**config.mk**
```make
export PLATFORM = sky130hd
export DESIGN_NAME = adc_conversion_control
export DESIGN_NICKNAME = d
export VERILOG_FILES = /design/src/adc_ctrl_pkg.sv /design/src/sar_clock_divider.sv /design/src/result_formatter.sv /design/src/adc_conversion_control.sv
export SDC_FILE = /design/constraint.sdc
export NUM_CORES = 1
export LEC_CHECK = 0
export BUFFER_PORTS_ARGS = -buffer_cell sky130_fd_sc_hd__buf_2
export CORE_UTILIZATION = 55
export CTS_CLUSTER_DIAMETER = 40
export DETAILED_ROUTE_END_ITERATION = 10
export GPL_ROUTABILITY_DRIVEN = 0
export PLACE_DENSITY = 0.83
export SLEW_MARGIN = 20
export SYNTH_ARGS = -nofsm -noshare
export SYNTH_HDL_FRONTEND = slang
export SYNTH_SLANG_ARGS = --single-unit
```
**constraint.sdc**
```tcl
create_clock -name clk -period 4.4 [get_ports clk]
set_clock_uncertainty 0.2 [all_clocks]
set_input_delay 1.1 -clock clk [delete_from_list [all_inputs] [get_ports clk]]
set_output_delay 1.1 -clock clk [all_outputs]
set_load 0.02 [all_outputs]
```
**src/adc_ctrl_pkg.sv**
```systemverilog
// constants shared by the converter control block
package adc_ctrl_pkg;
   // ------------------------------------------------------------
   // register byte offsets (one 32-bit word each)
   // ------------------------------------------------------------
   localparam logic [7:0] cfg_off = 8'h00;
   localparam logic [7:0] ctrl_off = 8'h04;
   localparam logic [7:0] result_off = 8'h08;
   localparam logic [7:0] gt_limit_off = 8'h0c;
   localparam logic [7:0] lt_limit_off = 8'h10;
   // ------------------------------------------------------------
   // field positions
   // ------------------------------------------------------------
   localparam int cfg_div_lsb = 3;
   localparam int cfg_div_w = 5;
   localparam int cfg_eight_bit = 0;
   localparam int cfg_ljust = 2;
   localparam int ctrl_src_lsb = 0;
   localparam int ctrl_busy = 4;
   localparam int ctrl_done = 5;
   localparam int ctrl_win = 3;
   localparam int ctrl_t2_split = 6;
   // ------------------------------------------------------------
   // reset values and timing
   // ------------------------------------------------------------
   localparam logic [7:0] cfg_reset = 8'hf8;
   localparam logic [6:0] ctrl_reset = 7'h00;
   localparam logic [15:0] gt_reset = 16'hffff;
   localparam logic [15:0] lt_reset = 16'h0000;
   localparam logic [3:0] full_bits = 4'ha;
   localparam logic [3:0] short_bits = 4'h8;
   localparam logic [3:0] track_cycles = 4'h3;
   // ------------------------------------------------------------
   // start sources
   // ------------------------------------------------------------
   localparam logic [2:0] src_soft = 3'h0;
   localparam logic [2:0] src_timer0 = 3'h1;
   localparam logic [2:0] src_timer2 = 3'h2;
   localparam logic [2:0] src_timer1 = 3'h3;
   localparam logic [2:0] src_ext = 3'h4;
endpackage

```
**src/sar_clock_divider.sv**
```systemverilog
// enable pulse generator for the sar conversion clock
`timescale 1ns/1ps
module sar_clock_divider
   import adc_ctrl_pkg::*;
#(
   parameter int div_w = 5
) (
   // clock and reset
   input wire logic clk,
   input wire logic rst_b,
   // control
   input wire logic run,
   input wire logic [div_w-1:0] divide,
   // enable out
   output logic tick
);
   if (div_w < 1 || div_w > 16) begin : g_bad_width
      $error("div_w out of range");
   end
   logic [div_w-1:0] count_reg;
   logic [div_w-1:0] count_next;
   logic tick_next;
   // ------------------------------------------------------------
   // divide by divide+1; restarts with each conversion
   // ------------------------------------------------------------
   always_comb begin
      count_next = count_reg;
      tick_next = 1'b0;
      if (!run) begin
         count_next = '0;
      end else if (count_reg >= divide) begin
         count_next = '0;
         tick_next = 1'b1;
      end else begin
         count_next = count_reg + 1'b1;
      end
   end
   always_ff @(posedge clk or negedge rst_b) begin
      if (!rst_b) begin
         count_reg <= '0;
         tick <= 1'b0;
      end else begin
         count_reg <= count_next;
         tick <= tick_next;
      end
   end
endmodule

```
**src/result_formatter.sv**
```systemverilog
// justifies the raw code and evaluates the window compare
`timescale 1ns/1ps
module result_formatter
   import adc_ctrl_pkg::*;
(
   // raw code and format
   input wire logic [9:0] code,
   input wire logic eight_bit,
   input wire logic left_justify,
   // limits
   input wire logic [15:0] gt_limit,
   input wire logic [15:0] lt_limit,
   // results
   output logic [15:0] word,
   output logic window_hit
);
   // ------------------------------------------------------------
   // formatting
   // ------------------------------------------------------------
   always_comb begin
      if (eight_bit) begin
         word = {code[9:2], 8'h00};
      end else if (left_justify) begin
         word = {code, 6'h00};
      end else begin
         word = {6'h00, code};
      end
   end
   // ------------------------------------------------------------
   // window compare; limits already written in the chosen format
   // ------------------------------------------------------------
   always_comb begin
      if (lt_limit > gt_limit) begin
         window_hit = (word > gt_limit) && (word < lt_limit);
      end else begin
         window_hit = (word < gt_limit) || (word > lt_limit);
      end
   end
endmodule

```
**src/adc_conversion_control.sv**
```systemverilog
// converter control: triggers, busy and done handshake, result, window flag
// Functional notes
// - result is a 10-bit unsigned code in high and low bytes, updated per conversion
// - justify select 0 gives right-justified, 1 gives left-justified code
// - result bits not carrying code read as zero
// - eight-bit mode keeps 8 msbs in the high byte, justify ignored
// - eight-bit conversion ends two sar clocks sooner
// - sar clock is system clock divided by the divider field plus one
// - start source field picks software, timer 0, 2, 1 or external edge
// - software writing 1 to in-progress bit starts one conversion
// - in-progress bit is 1 during conversion, 0 when finished
// - falling edge of in-progress sets done flag and requests interrupt
// - result valid whenever done flag is 1; poll done, not busy
// - timer 2 uses low-byte overflow in 8-bit mode, else high-byte
// - inside window: result above greater-than and below less-than limit
// - outside window: result below greater-than or above less-than limit
// - external start input also drives the current-output update trigger
`timescale 1ns/1ps
module adc_conversion_control
   import adc_ctrl_pkg::*;
(
   // clock and reset
   input wire logic clk,
   input wire logic rst_b,
   // wishbone slave
   input wire logic wb_cyc_i,
   input wire logic wb_stb_i,
   input wire logic wb_we_i,
   input wire logic [7:0] wb_adr_i,
   input wire logic [3:0] wb_sel_i,
   input wire logic [31:0] wb_dat_i,
   output logic [31:0] wb_dat_o,
   output logic wb_ack_o,
   // triggers
   input wire logic timer0_overflow,
   input wire logic timer1_overflow,
   input wire logic timer2_low_overflow,
   input wire logic timer2_high_overflow,
   input wire logic external_start_input,
   // analog sar core
   input wire logic sar_compare,
   output logic sar_sample,
   output logic [9:0] sar_trial,
   // system side
   output logic conversion_irq,
   output logic current_output_update
);
   // ------------------------------------------------------------
   // state
   // ------------------------------------------------------------
   typedef enum logic [2:0] {
      st_idle = 3'b001,
      st_track = 3'b010,
      st_convert = 3'b100
   } conv_state_e;

   conv_state_e state_reg, state_next;
   logic [7:0] converter_config_register, cfg_next;
   logic [2:0] start_source_select, src_next;
   logic timer2_split_reg, timer2_split_next;
   logic conversion_in_progress;
   logic conversion_done_flag, done_next;
   logic window_match_flag, win_next;
   logic [15:0] gt_reg, gt_next;
   logic [15:0] lt_reg, lt_next;
   logic [15:0] result_reg, result_next;
   logic [9:0] sar_reg, sar_next;
   logic [3:0] bit_reg, bit_next;
   logic [3:0] track_reg, track_next;
   logic [3:0] off_reg, off_next;
   logic wb_ack_next;
   logic [31:0] wb_dat_next;
   logic irq_next;
   logic ext_meta_reg, ext_sync_reg, ext_prev_reg;
   logic upd_next;
   logic sar_tick;
   logic [15:0] fmt_word;
   logic fmt_hit;
   logic start_event;
   logic finish;
   logic bus_req, wr_ctrl;

   // ------------------------------------------------------------
   // helpers
   // ------------------------------------------------------------
   function automatic logic [7:0] lane(input logic [7:0] old, input logic [7:0] nw,
                                       input logic en);
      lane = en ? nw : old;
   endfunction

   // the ack itself masks the request, so one strobe is taken only once
   assign bus_req = wb_cyc_i && wb_stb_i && !wb_ack_o;
   assign wr_ctrl = bus_req && wb_we_i && wb_sel_i[0] && (wb_adr_i == ctrl_off);
   assign conversion_in_progress = (state_reg != st_idle);

   // ------------------------------------------------------------
   // external start pin: two flops before the edge detector
   // ------------------------------------------------------------
   always_ff @(posedge clk or negedge rst_b) begin
      if (!rst_b) begin
         ext_meta_reg <= 1'b0;
         ext_sync_reg <= 1'b0;
         ext_prev_reg <= 1'b0;
      end else begin
         ext_meta_reg <= external_start_input;
         ext_sync_reg <= ext_meta_reg;
         ext_prev_reg <= ext_sync_reg;
      end
   end

   // ------------------------------------------------------------
   // trigger selection
   // ------------------------------------------------------------
   always_comb begin
      case (start_source_select)
         src_soft: start_event = wr_ctrl && wb_dat_i[ctrl_busy];
         src_timer0: start_event = timer0_overflow;
         src_timer2: start_event = timer2_split_reg ? timer2_low_overflow
                                                    : timer2_high_overflow;
         src_timer1: start_event = timer1_overflow;
         src_ext: start_event = ext_sync_reg && !ext_prev_reg;
         default: start_event = 1'b0;
      endcase
   end
   // the same edge also updates the current-output converter
   assign upd_next = ext_sync_reg && !ext_prev_reg;

   // ------------------------------------------------------------
   // sar clock and formatting
   // ------------------------------------------------------------
   sar_clock_divider #(
      .div_w(cfg_div_w)
   ) u_div (
      .clk(clk),
      .rst_b(rst_b),
      .run(conversion_in_progress),
      .divide(converter_config_register[cfg_div_lsb +: cfg_div_w]),
      .tick(sar_tick)
   );

   result_formatter u_fmt (
      .code(sar_next),
      .eight_bit(converter_config_register[cfg_eight_bit]),
      .left_justify(converter_config_register[cfg_ljust]),
      .gt_limit(gt_reg),
      .lt_limit(lt_reg),
      .word(fmt_word),
      .window_hit(fmt_hit)
   );

   // ------------------------------------------------------------
   // conversion sequencer
   // ------------------------------------------------------------
   always_comb begin
      state_next = state_reg;
      sar_next = sar_reg;
      bit_next = bit_reg;
      track_next = track_reg;
      off_next = off_reg;
      finish = 1'b0;
      case (state_reg)
         st_idle: begin
            // triggers during a conversion are ignored
            if (start_event) begin
               state_next = st_track;
               track_next = '0;
            end
         end
         st_track: begin
            if (sar_tick) begin
               if (track_reg == track_cycles - 4'h1) begin
                  state_next = st_convert;
                  sar_next = 10'h200;
                  bit_next = converter_config_register[cfg_eight_bit] ? short_bits
                                                                      : full_bits;
                  // latched with the count so a config write mid-run cannot skew it
                  off_next = converter_config_register[cfg_eight_bit] ? full_bits - short_bits
                                                                      : 4'h0;
               end else begin
                  track_next = track_reg + 4'h1;
               end
            end
         end
         st_convert: begin
            if (sar_tick) begin
               // an eight-bit run counts 8 down to 1 but still works on the top bits
               if (!sar_compare) begin
                  sar_next[bit_reg - 4'h1 + off_reg] = 1'b0;
               end
               if (bit_reg == 4'h1) begin
                  state_next = st_idle;
                  finish = 1'b1;
               end else begin
                  sar_next[bit_reg - 4'h2 + off_reg] = 1'b1;
                  bit_next = bit_reg - 4'h1;
               end
            end
         end
         default: state_next = st_idle;
      endcase
   end

   // ------------------------------------------------------------
   // register file and flags
   // ------------------------------------------------------------
   always_comb begin
      cfg_next = converter_config_register;
      src_next = start_source_select;
      timer2_split_next = timer2_split_reg;
      gt_next = gt_reg;
      lt_next = lt_reg;
      done_next = conversion_done_flag;
      win_next = window_match_flag;
      result_next = result_reg;
      wb_ack_next = bus_req;
      wb_dat_next = 32'h0000_0000;
      if (bus_req && wb_we_i) begin
         if (wb_adr_i == cfg_off) begin
            cfg_next = lane(converter_config_register, wb_dat_i[7:0], wb_sel_i[0]);
         end else if (wb_adr_i == ctrl_off && wb_sel_i[0]) begin
            src_next = wb_dat_i[ctrl_src_lsb +: 3];
            timer2_split_next = wb_dat_i[ctrl_t2_split];
            if (!wb_dat_i[ctrl_done]) done_next = 1'b0;
            if (!wb_dat_i[ctrl_win]) win_next = 1'b0;
         end else if (wb_adr_i == gt_limit_off) begin
            gt_next = {lane(gt_reg[15:8], wb_dat_i[15:8], wb_sel_i[1]),
                       lane(gt_reg[7:0], wb_dat_i[7:0], wb_sel_i[0])};
         end else if (wb_adr_i == lt_limit_off) begin
            lt_next = {lane(lt_reg[15:8], wb_dat_i[15:8], wb_sel_i[1]),
                       lane(lt_reg[7:0], wb_dat_i[7:0], wb_sel_i[0])};
         end
      end else if (bus_req) begin
         if (wb_adr_i == cfg_off) begin
            wb_dat_next = {24'h000000, converter_config_register};
         end else if (wb_adr_i == ctrl_off) begin
            wb_dat_next = {25'h0000000, timer2_split_reg, conversion_done_flag,
                           conversion_in_progress, window_match_flag, start_source_select};
         end else if (wb_adr_i == result_off) begin
            wb_dat_next = {16'h0000, result_reg};
         end else if (wb_adr_i == gt_limit_off) begin
            wb_dat_next = {16'h0000, gt_reg};
         end else if (wb_adr_i == lt_limit_off) begin
            wb_dat_next = {16'h0000, lt_reg};
         end
      end
      // hardware set wins over a same-cycle software clear
      if (finish) begin
         result_next = fmt_word;
         done_next = 1'b1;
         if (fmt_hit) win_next = 1'b1;
      end
   end
   assign irq_next = finish;

   always_ff @(posedge clk or negedge rst_b) begin
      if (!rst_b) begin
         state_reg <= st_idle;
         sar_reg <= '0;
         bit_reg <= '0;
         track_reg <= '0;
         off_reg <= '0;
         converter_config_register <= cfg_reset;
         start_source_select <= ctrl_reset[2:0];
         timer2_split_reg <= 1'b0;
         conversion_done_flag <= 1'b0;
         window_match_flag <= 1'b0;
         gt_reg <= gt_reset;
         lt_reg <= lt_reset;
         result_reg <= '0;
         wb_ack_o <= 1'b0;
         wb_dat_o <= '0;
         conversion_irq <= 1'b0;
         current_output_update <= 1'b0;
         sar_sample <= 1'b0;
         sar_trial <= '0;
      end else begin
         state_reg <= state_next;
         sar_reg <= sar_next;
         bit_reg <= bit_next;
         track_reg <= track_next;
         off_reg <= off_next;
         converter_config_register <= cfg_next;
         start_source_select <= src_next;
         timer2_split_reg <= timer2_split_next;
         conversion_done_flag <= done_next;
         window_match_flag <= win_next;
         gt_reg <= gt_next;
         lt_reg <= lt_next;
         result_reg <= result_next;
         wb_ack_o <= wb_ack_next;
         wb_dat_o <= wb_dat_next;
         conversion_irq <= irq_next;
         current_output_update <= upd_next;
         sar_sample <= (state_next == st_track);
         sar_trial <= sar_next;
      end
   end
endmodule

```
* After elaboration in Yosys (flattened, before gate mapping) *
Cells that the tools add are included.

storage, ports and cells
  register bits = 132
  latch bits = 0
  memory bits (writable) = 0
  ROM bits = 0
  input port bits = 55
  output and inout port bits = 46
  word-level logic and storage cells = 159
  memories = 0

operators by class
  add/sub/neg operators = 6
  multiply operators = 0
  divide/modulo/power cells = 0
  order comparisons = 10
  equal/unequal tests = 23
  shift operators = 0
  muxes and demuxes = 59
  bitwise gates (word level) = 6
  reduce and logical (&&, ||, !) cells = 30

operators by type and width
  operator            count
  $mux 16             9
  $mux 10             7
  $gt 16x16->1        3
  $lt 16x16->1        2
  $mux 4              7
  $mux 1              20
  $pmux 10 s2         1
  $eq 8x4->1 const B  2
  $pmux 4 s2          2
  $mux 3              5
  $reduce_and 5->1    3
  $eq 3x2->1 const B  4
  $reduce_and 6->1    2
  $logic_and 1x1->1   11
  $and 10x10->10      1
  $lt 4x5->1 const B  2
  $mux 5              2
  $ne 2x2->1 const B  5
  $not 10->10         1
  $or 10x10->10       1
  $pmux 3 s3          1
  $reduce_and 3->1    3
  $add 4x4->4         2
  $demux 1 s4         2
  other kinds (23)    36

* Depth between registers and ports, before layout *
Gate-level depths: netlist (run 1).

  word-level depth = 22
  depth in mapped cells = 21
  gate-level depth less buffers = 20

* Modules after synthesis *
Synthesis (run 1) repeated with hierarchy kept, for this count alone.

unflattened totals
  cell total of the unflattened synthesis = 657
  area, all modules = 6831.6 um^2

modules (own cells, without submodules)
  module                  times used  cells each  area an instance (um^2)  seq. area each (um^2)
  adc_conversion_control  1           445         5154.9                   2705.1
  result_formatter        1           176         1317.5                   0.0
  sar_clock_divider       1           36          359.1                    150.1

* Worst setup path after synthesis (run 1) *
OpenSTA, ideal clock, no wires.

  path type = register -> register
  start point = reg bit_reg[0]
  end point = reg window_match_flag
  setup time = 87 ps
  arrival = 3762 ps
  required time = 4113 ps
  slack = 351 ps
  cell stages (with the launch flop) = 20
  buffers on the path = 1
  period minus slack after synthesis = 4049 ps
  path through = dfrtp_1 -> clkbuf_2 -> inv_1 -> ha_1 -> inv_1 -> ha_1 -> ha_1 -> xor2_1 -> xnor2_1 -> nor3b_2 -> nand2_1 -> a32oi_1 -> mux2i_1 -> ha_1 -> a21o_1 -> a221o_1 -> a221o_1 -> a41oi_1 -> nand3_1 -> o211ai_1

on the way
  longest elaborated chain between the ends = 22
  elaborated cells between the ends (all ways) = 38
  those cells by class = add/sub (4); order compare (8); eq/ne (1); mux (18); bitwise (3); reduce/logical (4)

RTL lines
  element                                                         line                                            text
  start: declaration                                              adc_conversion_control.sv:68                    logic [3:0] bit_reg, bit_next;
  start signal: assignment                                        adc_conversion_control.sv:279                   bit_reg <= bit_next;
  $sub 4x1->4                                                     adc_conversion_control.sv:188                   sar_next[bit_reg - 4'h1 + off_reg] = 1'b0;
  $add 4x4->4                                                     adc_conversion_control.sv:188
  $lt 4x5->1 (not written as such) or $ge 4x1->1 (tied branches)  adc_conversion_control.sv:188
  $logic_and 1x1->1 (not written as such)                         adc_conversion_control.sv:188
  $mux 1 (not written as such)                                    adc_conversion_control.sv:188
  $demux 1 s4                                                     adc_conversion_control.sv:188
  $not 10->10 (no source line)                                    -
  $and 10x10->10 (no source line)                                 -
  [... 8 more ...]                                                -
  $mux 16 (*)                                                     result_formatter.sv:21                          if (eight_bit) begin
  net fmt_word[9]                                                 adc_conversion_control.sv:77                    logic [15:0] fmt_word;
  $lt 16x16->1, or another cell as far along                      result_formatter.sv:36                          window_hit = (word < gt_limit) || (word > lt_limit);
  $logic_or 1x1->1 or $logic_and 1x1->1 (tied branches)           result_formatter.sv:36, result_formatter.sv:34
  $mux 1 (*)                                                      result_formatter.sv:33                          if (lt_limit > gt_limit) begin
  $mux 1 (*)                                                      adc_conversion_control.sv:250                   if (fmt_hit) win_next = 1'b1;
  $mux 1 (*)                                                      adc_conversion_control.sv:247                   if (finish) begin
  net win_next                                                    adc_conversion_control.sv:63                    logic window_match_flag, win_next;
  end signal: assignment                                          adc_conversion_control.sv:286                   window_match_flag <= win_next;
  end: declaration                                                adc_conversion_control.sv:63

The timed path passes the listed nets; every way through them passes the cells marked *. The select of a mux whose other input is x is not followed.
A chain may end at the register's enable or synchronous reset.

* Worst setup path after layout (run 1) *
  start point = reg bit_reg[1]
  end point = reg window_match_flag

The elaborated chain is that of the path after synthesis.

==> metrics, run 1 <==
status complete, but fails checks; failing checks DRC; Critical path origin bit_reg[1]; Power Internal 2.03 mW; initial core utilization 57.0%; vias per cell 6.29; MaxCap Viol Count 0; Synth Cell Area 6570 um^2; IO Port Bufs 66; FFs w/ async S/R, synth 100%; post-synth top area share 34.7%; final hold viol count 0; fmax 0.229 GHz; r2r startpoint bit_reg[1]; Die H 111 um; Ports 101; Pre-antenna DRT Iters 8; Ant. Diodes 0; top-count cell post-synth dfrtp_1; final slew viol count 0; startpoint types flip-flop; routed len/inst 19.7 um; via count 5,608; CP max-delay cell dfrtp_1; Post-synth top cells dfrtp_1, ha_1, inv_1, nand2_1, nor2_1; largest family of logic cells by synthesized area compound AO/OA/AOI/OAI gates; largest net degree at the start of global routing 66; Setup crit end window_match_flag; Peak VDD IR 0.264 mV; Num CTS Buffers 17; required time of the critical path 4530 ps; Worst R2R End window_match_flag; Post-DP HPWL 11,900 um; Nets 853; chip width 111 um; design area 7810 um^2; Hold Crit Class reg2reg; setup_tns 0 ps; top cells by area, synth dfrtp_1, ha_1, dfstp_2, mux2_2, inv_1; Psw 0.583 mW; Die ar. 12,400 um^2; CTS tree yes; htree depth 4; first-pass GRT wire length 27,700 um; Post-Synth Simple-Gate Area 13.9%; Logic pwr share 5.2%; total congestion overflow 0; Post-Syn Area per Cell 10.1 um^2; Root Buffer clkbuf_16; number of antenna violations at the first check in global routing 0; dpl ws 3.64 ps; initial DRC count 522; distinct cell type count of the synthesized netlist 60; Reg power frac 40.9%; total power 2.62 mW; Post-route DRC 13; Final period util 99.1%; CP delay by family, top compound AO/OA/AOI/OAI gates; CP Buf/Inv Count 3; Core Rows 39; WS Path Type reg2reg; P_leak 3.85 nW; area grow syn2layout 18.9%; Total Wirelength 17,600 um; hold_ws 154 ps; Worst Max-Slew Pin Slew 1010 ps; Syn Inst Count 649; CP Capture Type flip-flop; clock network power share 53.9%; Levels on crit path 19; Post-synth EDFFs 0; Worst-path clk slew 50 ps; largest stage delay on the critical path 400 ps; Core Area 11,500 um^2; DRT antenna net count 0; Setup violations, final 0; vias in the first global route 5,669; clock sink count 113; R2R setup slack 40 ps; sequential share of the synthesized area 43.5%; r2r worst-path depth 19; XOR/XNOR Fraction of Synth Area 1.20%; pwr dens 335 nW/um^2; post-synthesis mux area share 8.71%; area post-placement 7060 um^2; Synth Register Bits 113; Synth Area in Compound Gates 13.9%; gr usage total 29.1%; Worst Hold Launch ext_meta_reg; Net Sw Frac 22.3%; crit-path cells inv_2 -> ha_1 -> inv_1 -> ha_2 -> ha_4 -> xor2_2 -> xnor2_2 -> nor3b_4 -> buf_4 -> nand4_1 -> a32oi_4 -> mux2i_4 -> ha_2 -> a21o_1 -> a221o_1 -> a221o_1 -> a41oi_2 -> nand3_1 -> o211ai_1; Rel. slew slack 32.2%; dominant synthesized flop cell dfrtp_1; final worst slack 40.7 ps; critical path peak fanout 3; Max clock buf depth 2; Adder-Cell Fraction of Synth Area 12.0%; Tmin final 4360 ps; worst-skew pair later-pin latency 410 ps; crit path DAT 4490 ps; cell taking the most area after synthesis dfrtp_1; Syn. warnings 0; fraction of layout cells with a size suffix above 1 28.7%; hold_buf cts 0
==> cells in the final DEF, fill, tap and decap left out, drive strengths merged, types with 13 or more instances in the layout <==
cell type	instances
dfstp	22
o21ai	24
inv	63
dfrtp	91
nor2	51
clkbuf	22
conb	16
a21oi	40
buf	87
ha	63
nand2	59
mux2	46
o31ai	13
==> per-layer routing <==
layer | track usage [%] | vias to the layer above | routed length (um) | part of all wire (%)
met2 | 48.5 | 312 | 8680 | 49
met1 | 34.1 | 2766 | 6870 | 39
met5 | 0 | - | 0 | 0
met4 | 15.9 | 0 | 702 | 4.0
met3 | 7.71 | 80 | 1340 | 7.6
li1 | - | 2450 | - | -
==> area by class of cell <==
class | instances | area (um^2)
fillers | 832 | 3710
multi-input cells | 452 | 3430
flip-flops and latches | 113 | 2860
repair buffers | 87 | 490
clock buffers | 22 | 474
inverters | 64 | 240
well taps | 143 | 179
clock inverters | 10 | 134
==> cell families (layout without fill, tap and decap cells) <==
kind of cell / after synthesis / count (layout)
buffers and inverters: 99 / 183
AND/OR/NAND/NOR: 179 / 179
flip-flops: 113 / 113
multiplexers: 51 / 51
adder cells (fa/ha/maj): 63 / 63
XOR/XNOR: 9 / 9
other: 1 / 16
AO/OA/AOI/OAI: 134 / 134
==> worst min path at each step <==
stage                         endpoint  cells after the start
after CTS                 ext_sync_reg                      0
after floorplan           ext_sync_reg                      0
after global routing      ext_sync_reg                      0
after global placement    ext_sync_reg                      0
final                     ext_sync_reg                      0
after detailed placement  ext_sync_reg                      0
==> stage by stage <==
| step | instances | util (%) |
|---|---|---|
| finish | 891 | 67.8 |
| detailed placement | 855 | 61.3 |
| global route | 891 | 67.8 |
| CTS | 887 | 66.7 |
| global placement | 855 | 61.3 |
| floorplan | 664 | - |
==> power groups by stage <==
stage | logic (mW) | registers, mW | clock network, mW
after floorplan | 0.0792 | 1.09 | 0
after global placement | 0.124 | 1.09 | 0
after detailed placement | 0.131 | 1.09 | 0
after CTS | 0.133 | 1.07 | 1.42
after global routing | 0.150 | 1.07 | 1.46
final | 0.136 | 1.07 | 1.41
==> timing repair <==
action	CTS	global route
setup endpoints to repair	1	1
gates resized for setup	2	19
buffers inserted	0	4
pin swaps	0	6
Note: power is estimated with default switching activity, not from simulation.
==> inputs of run 2 (changes only) <==
Settings changed: CORE_ASPECT_RATIO from default to 1.75, PLACE_DENSITY 0.83 to 0.79.
==> metrics, run 2 (synthesized netlist as in run 1, its figures left out) <==
gr usage total 28.6% (was 29.1%); Core Rows 52 (was 39); total power 2.50 mW (was 2.62 mW); pwr dens 324 nW/um^2 (was 335 nW/um^2); crit-path cells inv_2 -> ha_1 -> inv_1 -> ha_1 -> ha_1 -> xor2_1 -> xnor2_1 -> nor3b_4 -> nand2_1 -> a32oi_2 -> mux2i_2 -> ha_1 -> a21o_1 -> a221o_1 -> a221o_1 -> a41oi_2 -> nand3_1 -> o211ai_1 (was inv_2 -> ha_1 -> inv_1 -> ha_2 -> ha_4 -> xor2_2 -> xnor2_2 -> nor3b_4 -> buf_4 -> nand4_1 -> a32oi_4 -> mux2i_4 -> ha_2 -> a21o_1 -> a221o_1 -> a221o_1 -> a41oi_2 -> nand3_1 -> o211ai_1); CP delay by family, top compound AO/OA/AOI/OAI gates (unchanged); final worst slack 204 ps (was 40.7 ps); Pre-antenna DRT Iters 10 (was 8); commonest cells after routing, fill and taps aside dfrtp_1, buf_2, ha_1 (was dfrtp_1, buf_2, inv_1); startpoint types flip-flop (unchanged); most common cell after layout, fill and taps aside dfrtp_1 (unchanged); Final period util 95.4% (was 99.1%); IO Port Bufs 66 (unchanged); r2r worst-path depth 18 (was 19); total congestion overflow 0 (unchanged); initial DRC count 405 (was 522); fraction of layout cells with a size suffix above 1 28.3% (was 28.7%); WS Path Type reg2reg (unchanged); largest net degree at the start of global routing 76 (was 66); failing checks DRC (unchanged); Post-DP HPWL 12,600 um (was 11,900 um); Total Wirelength 17,200 um (was 17,600 um); CP max-delay cell dfrtp_1 (unchanged); Levels on crit path 18 (was 19); Post-route DRC 2 (was 13); Worst Max-Slew Pin Slew 679 ps (was 1010 ps); design area 7710 um^2 (was 7810 um^2); Die ar. 12,400 um^2 (about the same); Worst-path clk slew 60 ps (was 50 ps); via count 5,417 (was 5,608); R2R setup slack 200 ps (was 40 ps); fmax 0.238 GHz (was 0.229 GHz); vias per cell 6.13 (was 6.29); Critical path origin bit_reg[0] (was bit_reg[1]); CTS tree yes (unchanged); Num CTS Buffers 17 (unchanged); vias in the first global route 5,479 (was 5,669); Rel. slew slack 54.4% (was 32.2%); r2r startpoint bit_reg[0] (was bit_reg[1]); Setup crit end window_match_flag (unchanged); Nets 853 (unchanged); Setup violations, final 0 (unchanged); CP Capture Type flip-flop (unchanged); placed cell count 849 (was 855); P_leak 3.81 nW (was 3.85 nW); Ant. Diodes 0 (unchanged); crit path DAT 4330 ps (was 4490 ps); hold_buf cts 0 (unchanged); area grow syn2layout 17.5% (was 18.9%); number of antenna violations at the first check in global routing 0 (unchanged); htree depth 4 (unchanged); Die H 147 um (was 111 um); area post-placement 7080 um^2 (was 7060 um^2); Max clock buf depth 2 (unchanged); Hold Crit Class reg2reg (unchanged); chip width 84.6 um (was 111 um); largest stage delay on the critical path 350 ps (was 400 ps); required time of the critical path 4530 ps (about the same); Worst R2R End window_match_flag (unchanged); Final Non-Filler Cells 883 (was 891); routed len/inst 19.4 um (was 19.7 um); status complete, but fails checks (unchanged); hold_ws 163 ps (was 154 ps); DRT antenna net count 0 (unchanged); initial core utilization 56.7% (was 57.0%); dpl ws 104 ps (was 3.64 ps); Root Buffer clkbuf_16 (unchanged); CP Buf/Inv Count 2 (was 3); Crit path top cell by count ha_1; worst-skew pair later-pin latency 420 ps (was 410 ps); Core Area 11,600 um^2 (was 11,500 um^2); first-pass GRT wire length 27,100 um (was 27,700 um); final hold viol count 0 (unchanged); Ports 101 (unchanged); MaxCap Viol Count 0 (unchanged); Peak VDD IR 0.349 mV (was 0.264 mV); clock sink count 113 (unchanged); critical path peak fanout 4 (was 3); final slew viol count 0 (unchanged); Tmin final 4200 ps (was 4360 ps)
## run 2: cell types whose count changed in the layout (fill, tap and decap cells not counted), sizes merged
cell and delta:
clkbuf -2, bufinv -2, clkinvlp +3, inv +1
## run 2: worst register-to-register path, cell delays in order (launching register included)
cell      delay [ps]
dfrtp_1          350
inv_2             60
ha_1             280
inv_1             60
ha_1             180
ha_1             190
xor2_1           150
xnor2_1          260
nor3b_4          300
nand2_1          120
a32oi_2          280
mux2i_2          160
ha_1             320
a21o_1           190
a221o_1          310
a221o_1          330
a41oi_2          140
nand3_1          100
o211ai_1         120
## run 2: per-stage QoR
step	setup TNS, ps	util [%]
2_1_floorplan	0	-
3_3_place_gp	0	61.1
3_5_place_dp	0	61.1
4_1_cts	0	65.9
5_1_grt	-33.0	66.6
6_report	0	66.6
## run 2: routing by layer
metal / wire, um / track usage, % / vias up
li1: - / - / 2457
met1: 6060 / 29.9 / 2642
met2: 9340 / 51.6 / 248
met3: 966 / 6.78 / 70
met4: 799 / 16.4 / 0
met5: 0 / 0 / -
## run 2: worst min path at each step
stage,end,cells past startpoint,start,slack (ps)
floorplan,ext_sync_reg,0,ext_meta_reg,130
global placement,ext_sync_reg,0,ext_meta_reg,130
detailed placement,ext_sync_reg,0,ext_meta_reg,160
CTS,ext_sync_reg,0,ext_meta_reg,170
global route,ext_sync_reg,0,ext_meta_reg,170
finish,ext_sync_reg,0,ext_meta_reg,160
## run 2: layout make-up
cell class	count	area [um^2]
Multi-Input combinational cell	452	3390
Fill cell	889	3870
Inverter	64	240
Tap cell	135	169
Clock buffer	20	447
Clock inverter	12	113
Timing Repair Buffer	87	503
Sequential cell	113	2860
## run 2: power breakdown
part | internal, mW | switching, mW | total [mW]
sequential | 1.06 | 0.0127 | 1.07
clock | 0.791 | 0.506 | 1.30
combinational | 0.0453 | 0.0885 | 0.134
total | 1.89 | 0.607 | 2.50
## run 2: timing repair
item,CTS,global route
setup endpoints to repair,0,1
gates resized for setup,0,14
setup buffers,0,2
